## src/rtl/osg_pkg.sv

```systemverilog
// Functional notes
// - Each top-edge cell serializes parallel core words at up to 8:1 onto one output, or onto two outputs in 4:1 pair mode.
// - Exactly one mode: 7:1 serializer, single 8:1 DDR, or two independent 4:1 DDR.
// - Lanes: 7:1 uses 6..0, 8:1 uses 7..0, 4:1 pair uses 3..0 and 7..4.
// - Stage one captures the parallel core word on the slow word clock.
// - Stage two moves the captured word into the fast edge clock registers.
// - Stage three shifts and multiplexes bits one by one onto the serial output.
package osg_pkg;
    // ==========================================
    // Modes and sizes
    typedef enum logic [1:0] {
        OSG_MODE_7TO1 = 2'b00,
        OSG_MODE_8TO1 = 2'b01,
        OSG_MODE_4TO1_PAIR = 2'b11
    } osg_mode_e;
    localparam int OSG_LANES = 8;
    localparam int OSG_FIFO_DEPTH = 16;
    localparam logic [2:0] OSG_LAST_7TO1 = 3'h6;
    localparam logic [2:0] OSG_LAST_8TO1 = 3'h7;
    localparam logic [2:0] OSG_LAST_4TO1 = 3'h3;
    localparam int OSG_EDGE1_DIV = 2;
    localparam logic OSG_IDLE_BIT = 1'b0;
    localparam logic [7:0] OSG_WORD_RST = 8'h00;
    localparam logic [2:0] OSG_CNT_RST = 3'h0;
endpackage
```

## src/rtl/osg_fifo.sv

```systemverilog
`timescale 1ns/10ps
module osg_fifo #(
    parameter int WIDTH = 8,
    parameter int DEPTH = 16
) (
    input wire logic sys_clk,
    input wire logic rst_n,
    input wire logic [WIDTH-1:0] wr_data,
    input wire logic wr_valid,
    output logic wr_ready,
    output logic [WIDTH-1:0] rd_data,
    output logic rd_valid,
    input wire logic rd_ready
);
    localparam int AW = $clog2(DEPTH);
    logic [WIDTH-1:0] mem_reg [DEPTH];
    logic [WIDTH-1:0] mem_next [DEPTH];
    logic [AW-1:0] wp_reg, wp_next, rp_reg, rp_next;
    logic [AW:0] cnt_reg, cnt_next;
    logic do_wr, do_rd;

    // ==========================================
    // Pointers and storage
    assign wr_ready = (cnt_reg != (AW+1)'(DEPTH));
    assign rd_valid = (cnt_reg != '0);
    assign rd_data = mem_reg[rp_reg];
    assign do_wr = wr_valid && wr_ready;
    assign do_rd = rd_valid && rd_ready;

    always_comb begin
        mem_next = mem_reg;
        wp_next = wp_reg;
        rp_next = rp_reg;
        cnt_next = cnt_reg;
        if (do_wr) begin
            mem_next[wp_reg] = wr_data;
            wp_next = (wp_reg == AW'(DEPTH-1)) ? '0 : wp_reg + AW'(1);
        end
        if (do_rd) begin
            rp_next = (rp_reg == AW'(DEPTH-1)) ? '0 : rp_reg + AW'(1);
        end
        if (do_wr && !do_rd) begin
            cnt_next = cnt_reg + (AW+1)'(1);
        end else if (do_rd && !do_wr) begin
            cnt_next = cnt_reg - (AW+1)'(1);
        end
    end

    always_ff @(posedge sys_clk or negedge rst_n) begin
        if (!rst_n) begin
            for (int i = 0; i < DEPTH; i++) begin
                mem_reg[i] <= '0;
            end
            wp_reg <= '0;
            rp_reg <= '0;
            cnt_reg <= '0;
        end else begin
            mem_reg <= mem_next;
            wp_reg <= wp_next;
            rp_reg <= rp_next;
            cnt_reg <= cnt_next;
        end
    end
endmodule

```

## src/rtl/osg_gearbox.sv

```systemverilog
`timescale 1ns/10ps
module osg_gearbox #(
    parameter int LANES = osg_pkg::OSG_LANES,
    parameter int FIFO_DEPTH = osg_pkg::OSG_FIFO_DEPTH,
    parameter int EDGE1_DIV = osg_pkg::OSG_EDGE1_DIV
) (
    input wire logic sys_clk,
    input wire logic rst_n,
    input wire logic [1:0] gear_mode,
    input wire logic fast_edge_clock_sel,
    input wire logic [LANES-1:0] core_data,
    input wire logic core_valid,
    output logic core_ready,
    output logic ser_out_first,
    output logic ser_out_second
);
    logic [LANES-1:0] fifo_data;
    logic fifo_valid, fifo_ready;
    logic [LANES-1:0] cap_reg, cap_next, xfer_reg, xfer_next, shift_reg, shift_next;
    logic cap_full_reg, cap_full_next, xfer_full_reg, xfer_full_next, shift_full_reg, shift_full_next;
    logic [2:0] bit_cnt_reg, bit_cnt_next, last_bit;
    logic [7:0] div_reg, div_next;
    logic q0_reg, q0_next, q1_reg, q1_next;
    logic bit_tick, word_end, pair_mode;
    logic xfer_free, cap_move, take_word;
    logic [LANES-1:0] lane_word;
    logic [LANES-1:0] shift_step;

    // ==========================================
    // Input buffer
    osg_fifo #(.WIDTH(LANES), .DEPTH(FIFO_DEPTH)) u_fifo (
        .sys_clk(sys_clk),
        .rst_n(rst_n),
        .wr_data(core_data),
        .wr_valid(core_valid),
        .wr_ready(core_ready),
        .rd_data(fifo_data),
        .rd_valid(fifo_valid),
        .rd_ready(fifo_ready)
    );

    // ==========================================
    // Mode decode
    always_comb begin
        pair_mode = 1'b0;
        case (osg_pkg::osg_mode_e'(gear_mode))
            osg_pkg::OSG_MODE_7TO1: last_bit = osg_pkg::OSG_LAST_7TO1;
            osg_pkg::OSG_MODE_8TO1: last_bit = osg_pkg::OSG_LAST_8TO1;
            osg_pkg::OSG_MODE_4TO1_PAIR: begin
                last_bit = osg_pkg::OSG_LAST_4TO1;
                pair_mode = 1'b1;
            end
            default: last_bit = osg_pkg::OSG_LAST_8TO1;
        endcase
    end

    // ==========================================
    // Edge clock select
    always_comb begin
        div_next = 8'h00;
        bit_tick = 1'b1;
        if (fast_edge_clock_sel) begin
            bit_tick = (div_reg == 8'(EDGE1_DIV - 1));
            div_next = bit_tick ? 8'h00 : div_reg + 8'h01;
        end
    end

    always_ff @(posedge sys_clk or negedge rst_n) begin
        if (!rst_n) begin
            div_reg <= 8'h00;
        end else begin
            div_reg <= div_next;
        end
    end

    // ==========================================
    // Three stage pipeline
    assign word_end = bit_tick && (bit_cnt_reg == last_bit);

    // ==========================================
    // Stage hand-off
    assign xfer_free = !xfer_full_reg || word_end;
    assign cap_move = cap_full_reg && xfer_free;
    assign fifo_ready = !cap_full_reg || xfer_free;
    assign take_word = fifo_valid && fifo_ready;

    // ==========================================
    // Bit counter
    always_comb begin
        bit_cnt_next = bit_cnt_reg;
        if (bit_tick) begin
            bit_cnt_next = word_end ? osg_pkg::OSG_CNT_RST : bit_cnt_reg + 3'h1;
        end
    end

    always_ff @(posedge sys_clk or negedge rst_n) begin
        if (!rst_n) begin
            bit_cnt_reg <= osg_pkg::OSG_CNT_RST;
        end else begin
            bit_cnt_reg <= bit_cnt_next;
        end
    end

    // ==========================================
    // Lane select
    always_comb begin
        lane_word = fifo_data;
        if (osg_pkg::osg_mode_e'(gear_mode) == osg_pkg::OSG_MODE_7TO1) begin
            lane_word[7] = 1'b0;
        end
    end

    // ==========================================
    // Stage one, capture on the word clock
    always_comb begin
        cap_next = cap_reg;
        cap_full_next = cap_full_reg;
        if (cap_move) begin
            cap_full_next = 1'b0;
        end
        if (take_word) begin
            cap_next = lane_word;
            cap_full_next = 1'b1;
        end
    end

    always_ff @(posedge sys_clk or negedge rst_n) begin
        if (!rst_n) begin
            cap_reg <= osg_pkg::OSG_WORD_RST;
            cap_full_reg <= 1'b0;
        end else begin
            cap_reg <= cap_next;
            cap_full_reg <= cap_full_next;
        end
    end

    // ==========================================
    // Stage two, move into edge clock registers
    always_comb begin
        xfer_next = xfer_reg;
        xfer_full_next = xfer_full_reg;
        if (word_end) begin
            xfer_full_next = 1'b0;
        end
        if (cap_move) begin
            xfer_next = cap_reg;
            xfer_full_next = 1'b1;
        end
    end

    always_ff @(posedge sys_clk or negedge rst_n) begin
        if (!rst_n) begin
            xfer_reg <= osg_pkg::OSG_WORD_RST;
            xfer_full_reg <= 1'b0;
        end else begin
            xfer_reg <= xfer_next;
            xfer_full_reg <= xfer_full_next;
        end
    end

    // ==========================================
    // Shift step
    always_comb begin
        if (pair_mode) begin
            shift_step = {1'b0, shift_reg[7:5], 1'b0, shift_reg[3:1]};
        end else begin
            shift_step = {1'b0, shift_reg[7:1]};
        end
    end

    // ==========================================
    // Stage three, shift register
    always_comb begin
        shift_next = shift_reg;
        shift_full_next = shift_full_reg;
        if (bit_tick) begin
            shift_next = shift_step;
        end
        if (word_end) begin
            shift_full_next = xfer_full_reg;
            if (xfer_full_reg) begin
                shift_next = xfer_reg;
            end else begin
                shift_next = osg_pkg::OSG_WORD_RST;
            end
        end
    end

    always_ff @(posedge sys_clk or negedge rst_n) begin
        if (!rst_n) begin
            shift_reg <= osg_pkg::OSG_WORD_RST;
            shift_full_reg <= 1'b0;
        end else begin
            shift_reg <= shift_next;
            shift_full_reg <= shift_full_next;
        end
    end

    // ==========================================
    // Serial output bits
    always_comb begin
        q0_next = q0_reg;
        q1_next = q1_reg;
        if (bit_tick) begin
            if (shift_full_reg) begin
                q0_next = shift_reg[0];
                q1_next = pair_mode ? shift_reg[4] : osg_pkg::OSG_IDLE_BIT;
            end else begin
                q0_next = osg_pkg::OSG_IDLE_BIT;
                q1_next = osg_pkg::OSG_IDLE_BIT;
            end
        end
    end

    always_ff @(posedge sys_clk or negedge rst_n) begin
        if (!rst_n) begin
            q0_reg <= osg_pkg::OSG_IDLE_BIT;
            q1_reg <= osg_pkg::OSG_IDLE_BIT;
        end else begin
            q0_reg <= q0_next;
            q1_reg <= q1_next;
        end
    end

    assign ser_out_first = q0_reg;
    assign ser_out_second = q1_reg;
endmodule

```

## config.mk

```make
export PLATFORM = sky130hd
export DESIGN_NAME = osg_gearbox
export DESIGN_NICKNAME = d
export VERILOG_FILES = /design/src/rtl/osg_pkg.sv /design/src/rtl/osg_fifo.sv /design/src/rtl/osg_gearbox.sv
export SDC_FILE = /design/constraint.sdc
export NUM_CORES = 1
export LEC_CHECK = 0
export BUFFER_PORTS_ARGS = -buffer_cell sky130_fd_sc_hd__buf_2
export CAP_MARGIN = 30
export CELL_PAD_IN_SITES_DETAIL_PLACEMENT = 0
export CELL_PAD_IN_SITES_GLOBAL_PLACEMENT = 2
export CORE_ASPECT_RATIO = 1.75
export CORE_MARGIN = 1.5
export CORE_UTILIZATION = 25
export DETAILED_ROUTE_END_ITERATION = 6
export GPL_TIMING_DRIVEN = 0
export HOLD_SLACK_MARGIN = 0.15
export PLACE_DENSITY = 0.58
export SYNTH_ARGS = -nofsm -noshare
export SYNTH_HDL_FRONTEND = slang
export SYNTH_SLANG_ARGS = --single-unit
```

## constraint.sdc

```tcl
create_clock -name sys_clk -period 5.8 [get_ports sys_clk]
set_input_delay 0.87 -clock sys_clk [delete_from_list [all_inputs] [get_ports sys_clk]]
set_output_delay 0.87 -clock sys_clk [all_outputs]
set_load 0.005 [all_outputs]
```

==> results.json, run 1 <==
{
  "arrival_ps": 4250,
  "ys_ff_latch": 181,
  "n_fill_cell": 3229,
  "worst_pin_slew_ps": 849,
  "final-seq-area_um2": 4530,
  "placed_area_um2": 8840,
  "numClockSinks": 181,
  "io_buffers": 16,
  "clk_latency_ps": 440,
  "setup.worst_path.start_class": "flip-flop",
  "dpl.hpwl_um": 14200,
  "postCtsResizedCells": 0,
  "relSlewSlack_pct": 43.4,
  "syn_area_per_cell_um2": 14.1,
  "violations": "design-rule violations",
  "final_common_cell": "dfrtp_1",
  "cts_made_buffers": 17,
  "vias": 4824,
  "ys_seq_area_share_pct": 55.1,
  "critPathSlowestCell": "or4_4",
  "design_area_um2": 9440,
  "leakage_nw": 4.06,
  "multi_input_area_um2": 3540,
  "viasPerCell": 4.67,
  "drtAntennaViolNets": 0,
  "fp.dieArea_um2": 34000,
  "hold_viol": 0,
  "grt_overflow_total": 0,
  "ios": 17,
  "finalSetupViolCount": 0,
  "fp.dieW_um": 140,
  "path_class": "flip-flop to flip-flop",
  "drv_cap": 0,
  "power_density_nw_per_um2": 540,
  "fp-row-count": 87,
  "area_growth_pct": 14.8,
  "whs_ps": 375,
  "grt_max_degree": 124,
  "period_minus_slack_ps": 3940,
  "skew_ps": 8.11,
  "cts_tree": "built",
  "crit_buf_inv": 3,
  "largest_reg_flops": 128,
  "dr.pass1.iters": 6,
  "syn-num-nets": 611,
  "status": "finished with violations",
  "drive_gt1_share_pct": 37.5,
  "nNetsFinal": 647,
  "finalMaxSlewViolations": 0,
  "syn_area_um2": 8230,
  "syn_inst": 584,
  "finalPower_mw": 5.10,
  "detail_route.iter0.violations": 164,
  "antenna_found_initial": 1,
  "die_h_um": 243,
  "path_delay_family": "compound AO/OA/AOI/OAI gates",
  "root_buffer": "clkbuf_16",
  "grt_pass1_wl_um": 31300,
  "ys_warn_count": 0,
  "gp_congestion": 0.739,
  "clockBufferDepth": 2,
  "ys_types": 40,
  "track_usage_pct": 12.3,
  "cp-end-kind": "flip-flop",
  "post-route-period-util_pct": 67.9,
  "fmax_mhz": 254,
  "drc": 2,
  "crit_path_cell_trace": "or4_4, o41ai_4, a31oi_1, nor2_1, buf_2, inv_1, ha_1, inv_1, ha_1, a21o_1, a21oi_1, xnor2_1, nor2_1, xor2_1",
  "cp.required_ps": 6110,
  "initial_core_util_pct": 25.4,
  "cts.htree.levels": 4,
  "routed_wl_um": 19400,
  "mostFrequentLayoutCells": "181 x dfrtp_1, 148 x mux2_2, 40 x nand2_1",
  "wire_per_inst_um": 18.8,
  "vdd.ir_drop.worst_mv": 0.167,
  "clk_pin_slew_ps": 60,
  "core_area_um2": 32300,
  "hp-class": "primary input to async pin",
  "grt_pass1_vias": 5496,
  "hold_buffers": 0,
  "max_stage_delay_ps": 580,
  "fin_setup_tns_ps": 0,
  "rsz0062_at_grt": "false",
  "cp_max_fo": 10,
  "post_cts_buffers": 0
}
[cell type report]
type / count / share of cell area [%]
inverters: 6 / 0.238
repair buffers: 17 / 1.25
clock inverters: 7 / 1.01
flip-flops and latches: 181 / 48.0
diodes: 1 / 0.0265
well taps: 400 / 5.30
clock buffers: 24 / 5.31
plain buffers: 33 / 1.38
multi-input cells: 364 / 37.5
[worst paths after layout]
| path | end | slack, ps | from | depth (start not counted) |
|---|---|---|---|---|
| worst max-delay path | u_fifo.cnt_reg[4] | 1860 | div_reg[5] | 14 |
| worst min-delay path | u_fifo.cnt_reg[0] | 380 | rst_n | 1 |
| worst max register to register | u_fifo.cnt_reg[4] | 1860 | div_reg[5] | 14 |
| worst min register to register | ser_out_first | 460 | ser_out_first | 2 |
| min in group sys_clk | ser_out_first | 460 | ser_out_first | 2 |
| max in group asynchronous | u_fifo.mem_reg[35] | 4430 | rst_n | 2 |
[worst register-to-register path, delay by kind of cell (launching register included)]
family / cells / cell delay [ps]
simple gates: 3 / 890
buf+inv: 3 / 520
xor+xnor: 2 / 290
compound gates: 4 / 1200
flops: 1 / 420
fa+ha+maj: 2 / 510
[routing by layer]
layer	track usage [%]	share of wire, %	up-vias
met1	12.4	37	2527
met5	0	0	-
met3	2.72	2.2	29
li1	-	-	2212
met4	5.85	3.2	0
met2	23.7	57	56
[per-stage QoR]
stage	utilization (%)	worst slack, ps	instances
2_1_floorplan	-	2170	584
3_3_place_gp	27.2	997	1000
3_5_place_dp	27.4	1610	1001
4_1_cts	29.2	1750	1032
5_1_grt	29.2	1450	1032
6_report	29.2	1860	1033
[power by group]
group	switching [mW]	internal, mW	leakage, nW	total (mW)
logic	0.803	0.993	1.51	1.80
registers	0.307	1.83	2.26	2.14
clock network	0.480	0.690	0.292	1.17
total	1.59	3.51	4.06	5.10
[kinds of logic after synthesis]
kind of cell / count (synthesis) / share of synthesized area [%]
compound gates: 49 / 4.00
xor+xnor: 15 / 1.60
fa+ha+maj: 13 / 2.07
buf+inv: 39 / 1.86
flops: 181 / 55.1
mux: 182 / 29.3
simple gates: 105 / 6.16
[synthesized netlist by cell type, drive strengths merged]
master | number | share of area (%)
dfrtp | 181 | 55
mux2 | 148 | 20
nand2 | 40 | 1.8
mux4 | 32 | 8.8
clkbuf | 24 | 1.1
nor2 | 24 | 1.1
o22ai | 15 | 1.1
ha | 12 | 1.8
nand4 | 12 | 0.91
nand3 | 10 | 0.61
o21ai | 10 | 0.61
a31oi | 9 | 0.68
buf | 9 | 0.49
xnor2 | 8 | 0.85
xor2 | 7 | 0.75
inv | 6 | 0.27
a21oi | 5 | 0.30
a21o | 3 | 0.27
nand2b | 3 | 0.23
and3 | 2 | 0.15
and3b | 2 | 0.21
mux2i | 2 | 0.24
nor2b | 2 | 0.15
nor3b | 2 | 0.18
or2 | 2 | 0.15
or4b | 2 | 0.24
a21bo | 1 | 0.12
a21boi | 1 | 0.091
a32o | 1 | 0.12
and2 | 1 | 0.076
fa | 1 | 0.24
nand4b | 1 | 0.11
nor4 | 1 | 0.076
o211ai | 1 | 0.091
o21bai | 1 | 0.091
o41a | 1 | 0.14
o41ai | 1 | 0.33
or4 | 1 | 0.14
Note: power is estimated with default switching activity, not from simulation.
==> run 2, diff against run 1 <==
Clock period 5.8 ns to 3.7 ns, I/O delays scaled along.
==> run 2 against run 1 <==
Effect of this change: the flow still finishes with violations (design-rule violations); first-iteration DRC count down 6.7%; cell count rose by 0.29%; critical path depth stayed put; count of clock-buffer cells in the layout did not move; global-route usage grew 0.055 points; setup slack lost 1600 ps; worst hold slack better by 38 ps; maximum frequency increased by 14%.
==> results.json, run 2 (synthesis results as in run 1) <==
{
  "ios": 17,
  "track_usage_pct": 12.4,
  "gp_congestion": 0.739,
  "setup.worst_path.start_class": "flip-flop",
  "clk_latency_ps": 440,
  "fp.dieW_um": 140,
  "pre_cts_ws_ps": -326,
  "fin_ws_ps": 233,
  "hp-class": "primary input to flip-flop",
  "vdd.ir_drop.worst_mv": 0.263,
  "detail_route.iter0.violations": 153,
  "dpl.hpwl_um": 14200,
  "io_buffers": 16,
  "grt_pass1_vias": 5502,
  "drtAntennaViolNets": 0,
  "fp.dieArea_um2": 34000,
  "cp.required_ps": 4010,
  "initial_core_util_pct": 25.4,
  "cp_max_fo": 10,
  "die_h_um": 243,
  "mostFrequentLayoutCells": "181 x dfrtp_1, 148 x mux2_2, 40 x nand2_1",
  "worst_pin_slew_ps": 859,
  "clk_pin_slew_ps": 60,
  "post-route-period-util_pct": 93.7,
  "largest_reg_flops": 128,
  "drc": 2,
  "viasPerCell": 4.68,
  "power_density_nw_per_um2": 846,
  "finalMaxSlewViolations": 0,
  "nNetsFinal": 650,
  "finalSetupViolCount": 0,
  "core_area_um2": 32300,
  "drv_cap": 0,
  "arrival_ps": 3780,
  "final_common_cell": "dfrtp_1",
  "rsz0062_at_grt": "false",
  "grt_max_degree": 124,
  "relSlewSlack_pct": 42.7,
  "period_minus_slack_ps": 3470,
  "fin_setup_tns_ps": 0,
  "vias": 4844,
  "cts.htree.levels": 4,
  "grt_pass1_wl_um": 31400,
  "wire_per_inst_um": 18.9,
  "leakage_nw": 4.07,
  "dr.pass1.iters": 7,
  "clockBufferDepth": 2,
  "antenna_found_initial": 1,
  "fmax_mhz": 288,
  "root_buffer": "clkbuf_16",
  "violations": "design-rule violations",
  "grt_overflow_total": 0,
  "path_class": "flip-flop to flip-flop",
  "numClockSinks": 181,
  "routed_wl_um": 19600,
  "hold_viol": 0,
  "area_growth_pct": 15.3,
  "cp-end-kind": "flip-flop",
  "postLayoutCoreUtil_pct": 29.3,
  "cts_tree": "built",
  "n_fill_cell": 3226,
  "cts_made_buffers": 17,
  "fp-row-count": 87,
  "skew_ps": 8.33,
  "drive_gt1_share_pct": 38.0,
  "status": "finished with violations"
}
[run 2: cell types whose count changed in the layout (fill, tap and decap cells not counted), sizes merged]
cell and change:
buf +2, dlygate4sd3 +1
[run 2: path summary, 6_finish.rpt]
| check | cells past startpoint | endpoint | slack [ps] | from |
|---|---|---|---|---|
| worst min-delay path | 2 | div_reg[3] | 410 | fast_edge_clock_sel |
| worst max-delay path | 14 | u_fifo.cnt_reg[4] | 230 | div_reg[5] |
| worst min register to register | 2 | ser_out_first | 460 | ser_out_first |
| max in group asynchronous | 3 | u_fifo.mem_reg[48] | 2040 | rst_n |
| worst max register to register | 14 | u_fifo.cnt_reg[4] | 230 | div_reg[5] |
| min in group asynchronous | 2 | u_fifo.cnt_reg[0] | 660 | rst_n |
[run 2: layout make-up]
cell class / count / area, um2 / share of cell area (%)
buffer: 33 / 136 / 1.44
multi-input combinational: 364 / 3550 / 37.5
clock buffer: 24 / 502 / 5.29
timing repair buffer: 20 / 143 / 1.50
clock inverter: 7 / 95.1 / 1.00
antenna: 1 / 2.50 / 0.0264
inverter: 6 / 22.5 / 0.237
sequential: 181 / 4530 / 47.8
tap: 400 / 500 / 5.28
[run 2: what timing repair did]
| item | in CTS | in global routing |
|---|---|---|
| endpoints found under the setup margin | 3 | 1 |
| endpoints found under the hold margin | 58 | 0 |
| setup buffers | 2 | 0 |
| gates resized for setup | 1 | 3 |
| hold buffers | 1 | 0 |
| pin swaps | 2 | 1 |
[run 2: metrics by stage]
stage               cell area, um2  hold WS (ps)  power [mW]  cells
global placement              8810           449        6.10   1000
floorplan                     8230           259        5.43    584
global route                  9480           389        8.57   1035
detailed placement            8840           457        6.27   1001
finish                        9480           414        8.02   1036
CTS                           9470           388        8.15   1035
[run 2: routing by layer]
| layer | global-route usage, % | up-vias | share of wire (%) |
|---|---|---|---|
| li1 | - | 2222 | - |
| met3 | 2.72 | 31 | 2.1 |
| met2 | 23.7 | 57 | 57 |
| met1 | 12.4 | 2534 | 37 |
| met5 | 0 | - | 0 |
| met4 | 6.13 | 0 | 3.5 |
[run 2: power by group]
part           switching, mW  total (mW)  internal [mW]
Combinational           1.27        2.83           1.57
Clock                  0.757        1.84           1.08
Sequential             0.482        3.35           2.87
Total                   2.51        8.02           5.51
[run 2: worst max-delay path, cell delays in order, from the launching register on]
cell,delay (ps)
dfrtp_1,420
or4_4,580
o41ai_4,370
a31oi_2,220
nor2_2,180
buf_6,170
inv_1,60
ha_1,210
inv_1,140
ha_1,290
a21o_1,190
a21oi_1,170
xnor2_1,140
nor2_1,70
xor2_1,150
==> run 3, diff against run 2 <==
Settings changed: ABC_AREA from default to 1, PLACE_DENSITY 0.58 to 0.64.
==> run 3 against run 2 <==
Effect of this change: the flow now finishes without violations; highest routed layer unchanged; sequential power decreased by 1%; cell count is 49% higher; clock skew increased by 3.1 ps; utilization shrank 0.34 points.
==> results.json, run 3 <==
{
  "cp_max_fo": 10,
  "post-route-period-util_pct": 81.2,
  "critPathSlowestCell": "dfrtp_1",
  "fp.dieW_um": 144,
  "syn_inst": 1031,
  "largest_reg_flops": 128,
  "core_area_um2": 34500,
  "ios": 17,
  "reg2reg_slack_ps": 690,
  "synth.cells.most_frequent": "284 x nand2_1, 214 x o21ai_0, 181 x dfrtp_1, 115 x nor2_1, 63 x inv_1",
  "setup.worst_path.start_class": "flip-flop",
  "yosysTopAreaCell": "dfrtp_1",
  "cp-end-kind": "flip-flop",
  "place_inst": 1508,
  "hold_viol": 0,
  "status": "finished, final reports clean",
  "clk_pin_slew_ps": 70,
  "fmax_mhz": 333,
  "arrival_ps": 3380,
  "track_usage_pct": 16.6,
  "clkPwrFrac_pct": 21.8,
  "diodes": 0,
  "synthMostInstantiatedCell": "nand2_1",
  "ys_warn_count": 0,
  "nNetsFinal": 1095,
  "combinationalPowerShare_pct": 39.7,
  "initial_core_util_pct": 25.3,
  "power_frac_seq_pct": 38.5,
  "whs_ps": 374,
  "finalSetupViolCount": 0,
  "worst_pin_slew_ps": 881,
  "route.met3.wl_um": 541,
  "clk_latency_ps": 460,
  "post_cts_buffers": 0,
  "finalPower_mw": 8.58,
  "antenna_found_initial": 0,
  "mostFrequentLayoutCells": "284 x nand2_1, 214 x o21ai_0, 181 x dfrtp_1",
  "wire_per_inst_um": 18.4,
  "final_common_cell": "nand2_1",
  "syn_area_per_cell_um2": 8.45,
  "drtAntennaViolNets": 0,
  "fp-row-count": 90,
  "synth_top_area_share_pct": 52.0,
  "synth_edf_count": 0,
  "finalMaxSlewViolations": 0,
  "vdd.ir_drop.worst_mv": 0.343,
  "grt_overflow_total": 0,
  "crit_path_cell_trace": "ha_1, nand2_1, nor2_1, nand2_1, nand2_2, nand2_2, nand3_1, nand2_2, buf_4, ha_1, inv_1, fa_1, nand2_1, nand2_1, a21oi_1, xor2_1, nand2_1, o21ai_0",
  "clockBufferDepth": 2,
  "postCtsResizedCells": 0,
  "synth_flop_cell": "dfrtp_1",
  "synth_area_leaders": "dfrtp_1 52%, o21ai_0 12%, nand2_1 12%",
  "root_buffer": "clkbuf_16",
  "io_buffers": 16,
  "die_h_um": 250,
  "switchingPower_mw": 3.61,
  "cts_tree": "built",
  "drc": 0,
  "met2_length_um": 16000,
  "drive_gt1_share_pct": 9.17,
  "power_density_nw_per_um2": 859,
  "p_int_mw": 4.97,
  "viasPerCell": 4.45,
  "vias": 6854,
  "ys_types": 36,
  "grt_pass1_vias": 6931,
  "critPathMostFrequentCell": "nand2_1",
  "leakage_nw": 4.56,
  "detail_route.iter0.violations": 424,
  "fin_setup_tns_ps": 0,
  "dr.pass1.iters": 5,
  "period_minus_slack_ps": 3010,
  "hold_buffers": 1,
  "skew_ps": 11.4,
  "syn-num-nets": 1058,
  "area_growth_pct": 14.7,
  "grt_max_degree": 112,
  "hp-class": "primary input to flip-flop",
  "rsz0062_at_grt": "false",
  "p_sw_share_pct": 42.0,
  "wl_met1_um": 10800,
  "routed_wl_um": 28300,
  "cp.required_ps": 4070,
  "cts.htree.levels": 4,
  "fp.dieArea_um2": 36000,
  "layout.cells.non_filler": 1540,
  "ys_seq_area_share_pct": 52.0,
  "numClockSinks": 181,
  "syn_area_um2": 8710,
  "top_layer_used": "met4",
  "dpl.hpwl_um": 20300,
  "path_class": "flip-flop to flip-flop",
  "drv_cap": 0,
  "ys_async_sr_fraction_pct": 100,
  "relSlewSlack_pct": 41.3,
  "ys_ff_latch": 181,
  "max_stage_delay_ps": 410,
  "gp_congestion": 0.771,
  "grt_pass1_wl_um": 43100,
  "cts_made_buffers": 17
}
run 3: cell count changes after synthesis, sizes merged, moves of 13 or more:
| cell | previous run | this run |
|---|---|---|
| buf | 9 | 27 |
| inv | 6 | 66 |
| mux2 | 148 | 0 |
| mux4 | 32 | 0 |
| nand2 | 40 | 304 |
| nand3 | 10 | 33 |
| nor2 | 24 | 116 |
| o211ai | 1 | 16 |
| o21ai | 10 | 217 |
| o22ai | 15 | 2 |
run 3: kinds of logic (layout without fill, tap and decap cells):
kind of cell	Yosys count	count (layout)	share of synthesized area, %
buffers and inverters	121	170	7.08
AOI/OAI and AO/OA	249	249	15.2
DFF	181	181	52.0
xor gates and xnor gates	6	6	0.603
adders and majority gates	13	13	1.95
and+or+nand+nor	461	461	23.2
run 3: stage by stage:
stage               worst slack [ps]  area (um2)  utilization (%)
finish                           695        9990             29.0
global route                     312        9990             29.0
CTS                              599        9990             29.0
detailed placement               483        9410             27.3
global placement               -1340        9370             27.2
floorplan                       1110        8710                -
run 3: worst paths after layout:
check,from,end,cells past startpoint
max,div_reg[0],u_fifo.cnt_reg[4],18
min,fast_edge_clock_sel,div_reg[3],3
max reg2reg,div_reg[0],u_fifo.cnt_reg[4],18
min reg2reg,xfer_reg[4],xfer_reg[4],2
max in group asynchronous,rst_n,u_fifo.mem_reg[11],3
min in group asynchronous,rst_n,u_fifo.cnt_reg[3],2
run 3: layout make-up:
type                            instances  area (um2)
Multi-Input combinational cell        729        3570
Timing Repair Buffer                   18         128
Clock inverter                         11         129
Fill cell                            3858       24500
Clock buffer                           20         447
Sequential cell                       181        4530
Buffer                                 50         350
Inverter                               71         267
Tap cell                              460         576
run 3: metal layers:
layer	GRT usage, %	up-vias
met1	17.9	3324
met4	6.59	0
li1	-	3414
met5	0	-
met3	2.92	35
met2	31.3	81
run 3: critical path: cells and delay by family (launching register included):
family | cells | cell delay, ps
buf+inv | 2 | 340
fa+ha+maj | 3 | 820
xor+xnor | 1 | 170
compound gates | 2 | 220
simple gates | 10 | 950
flops | 1 | 410
run 3: power groups by stage:
stage,combinational (mW),sequential [mW],clock (mW)
2_1_floorplan,2.39,3.21,0
6_report,3.41,3.31,1.87
4_1_cts,3.52,3.32,1.93
5_1_grt,3.93,3.42,1.99
3_5_place_dp,3.51,3.35,0
3_3_place_gp,3.47,3.33,0
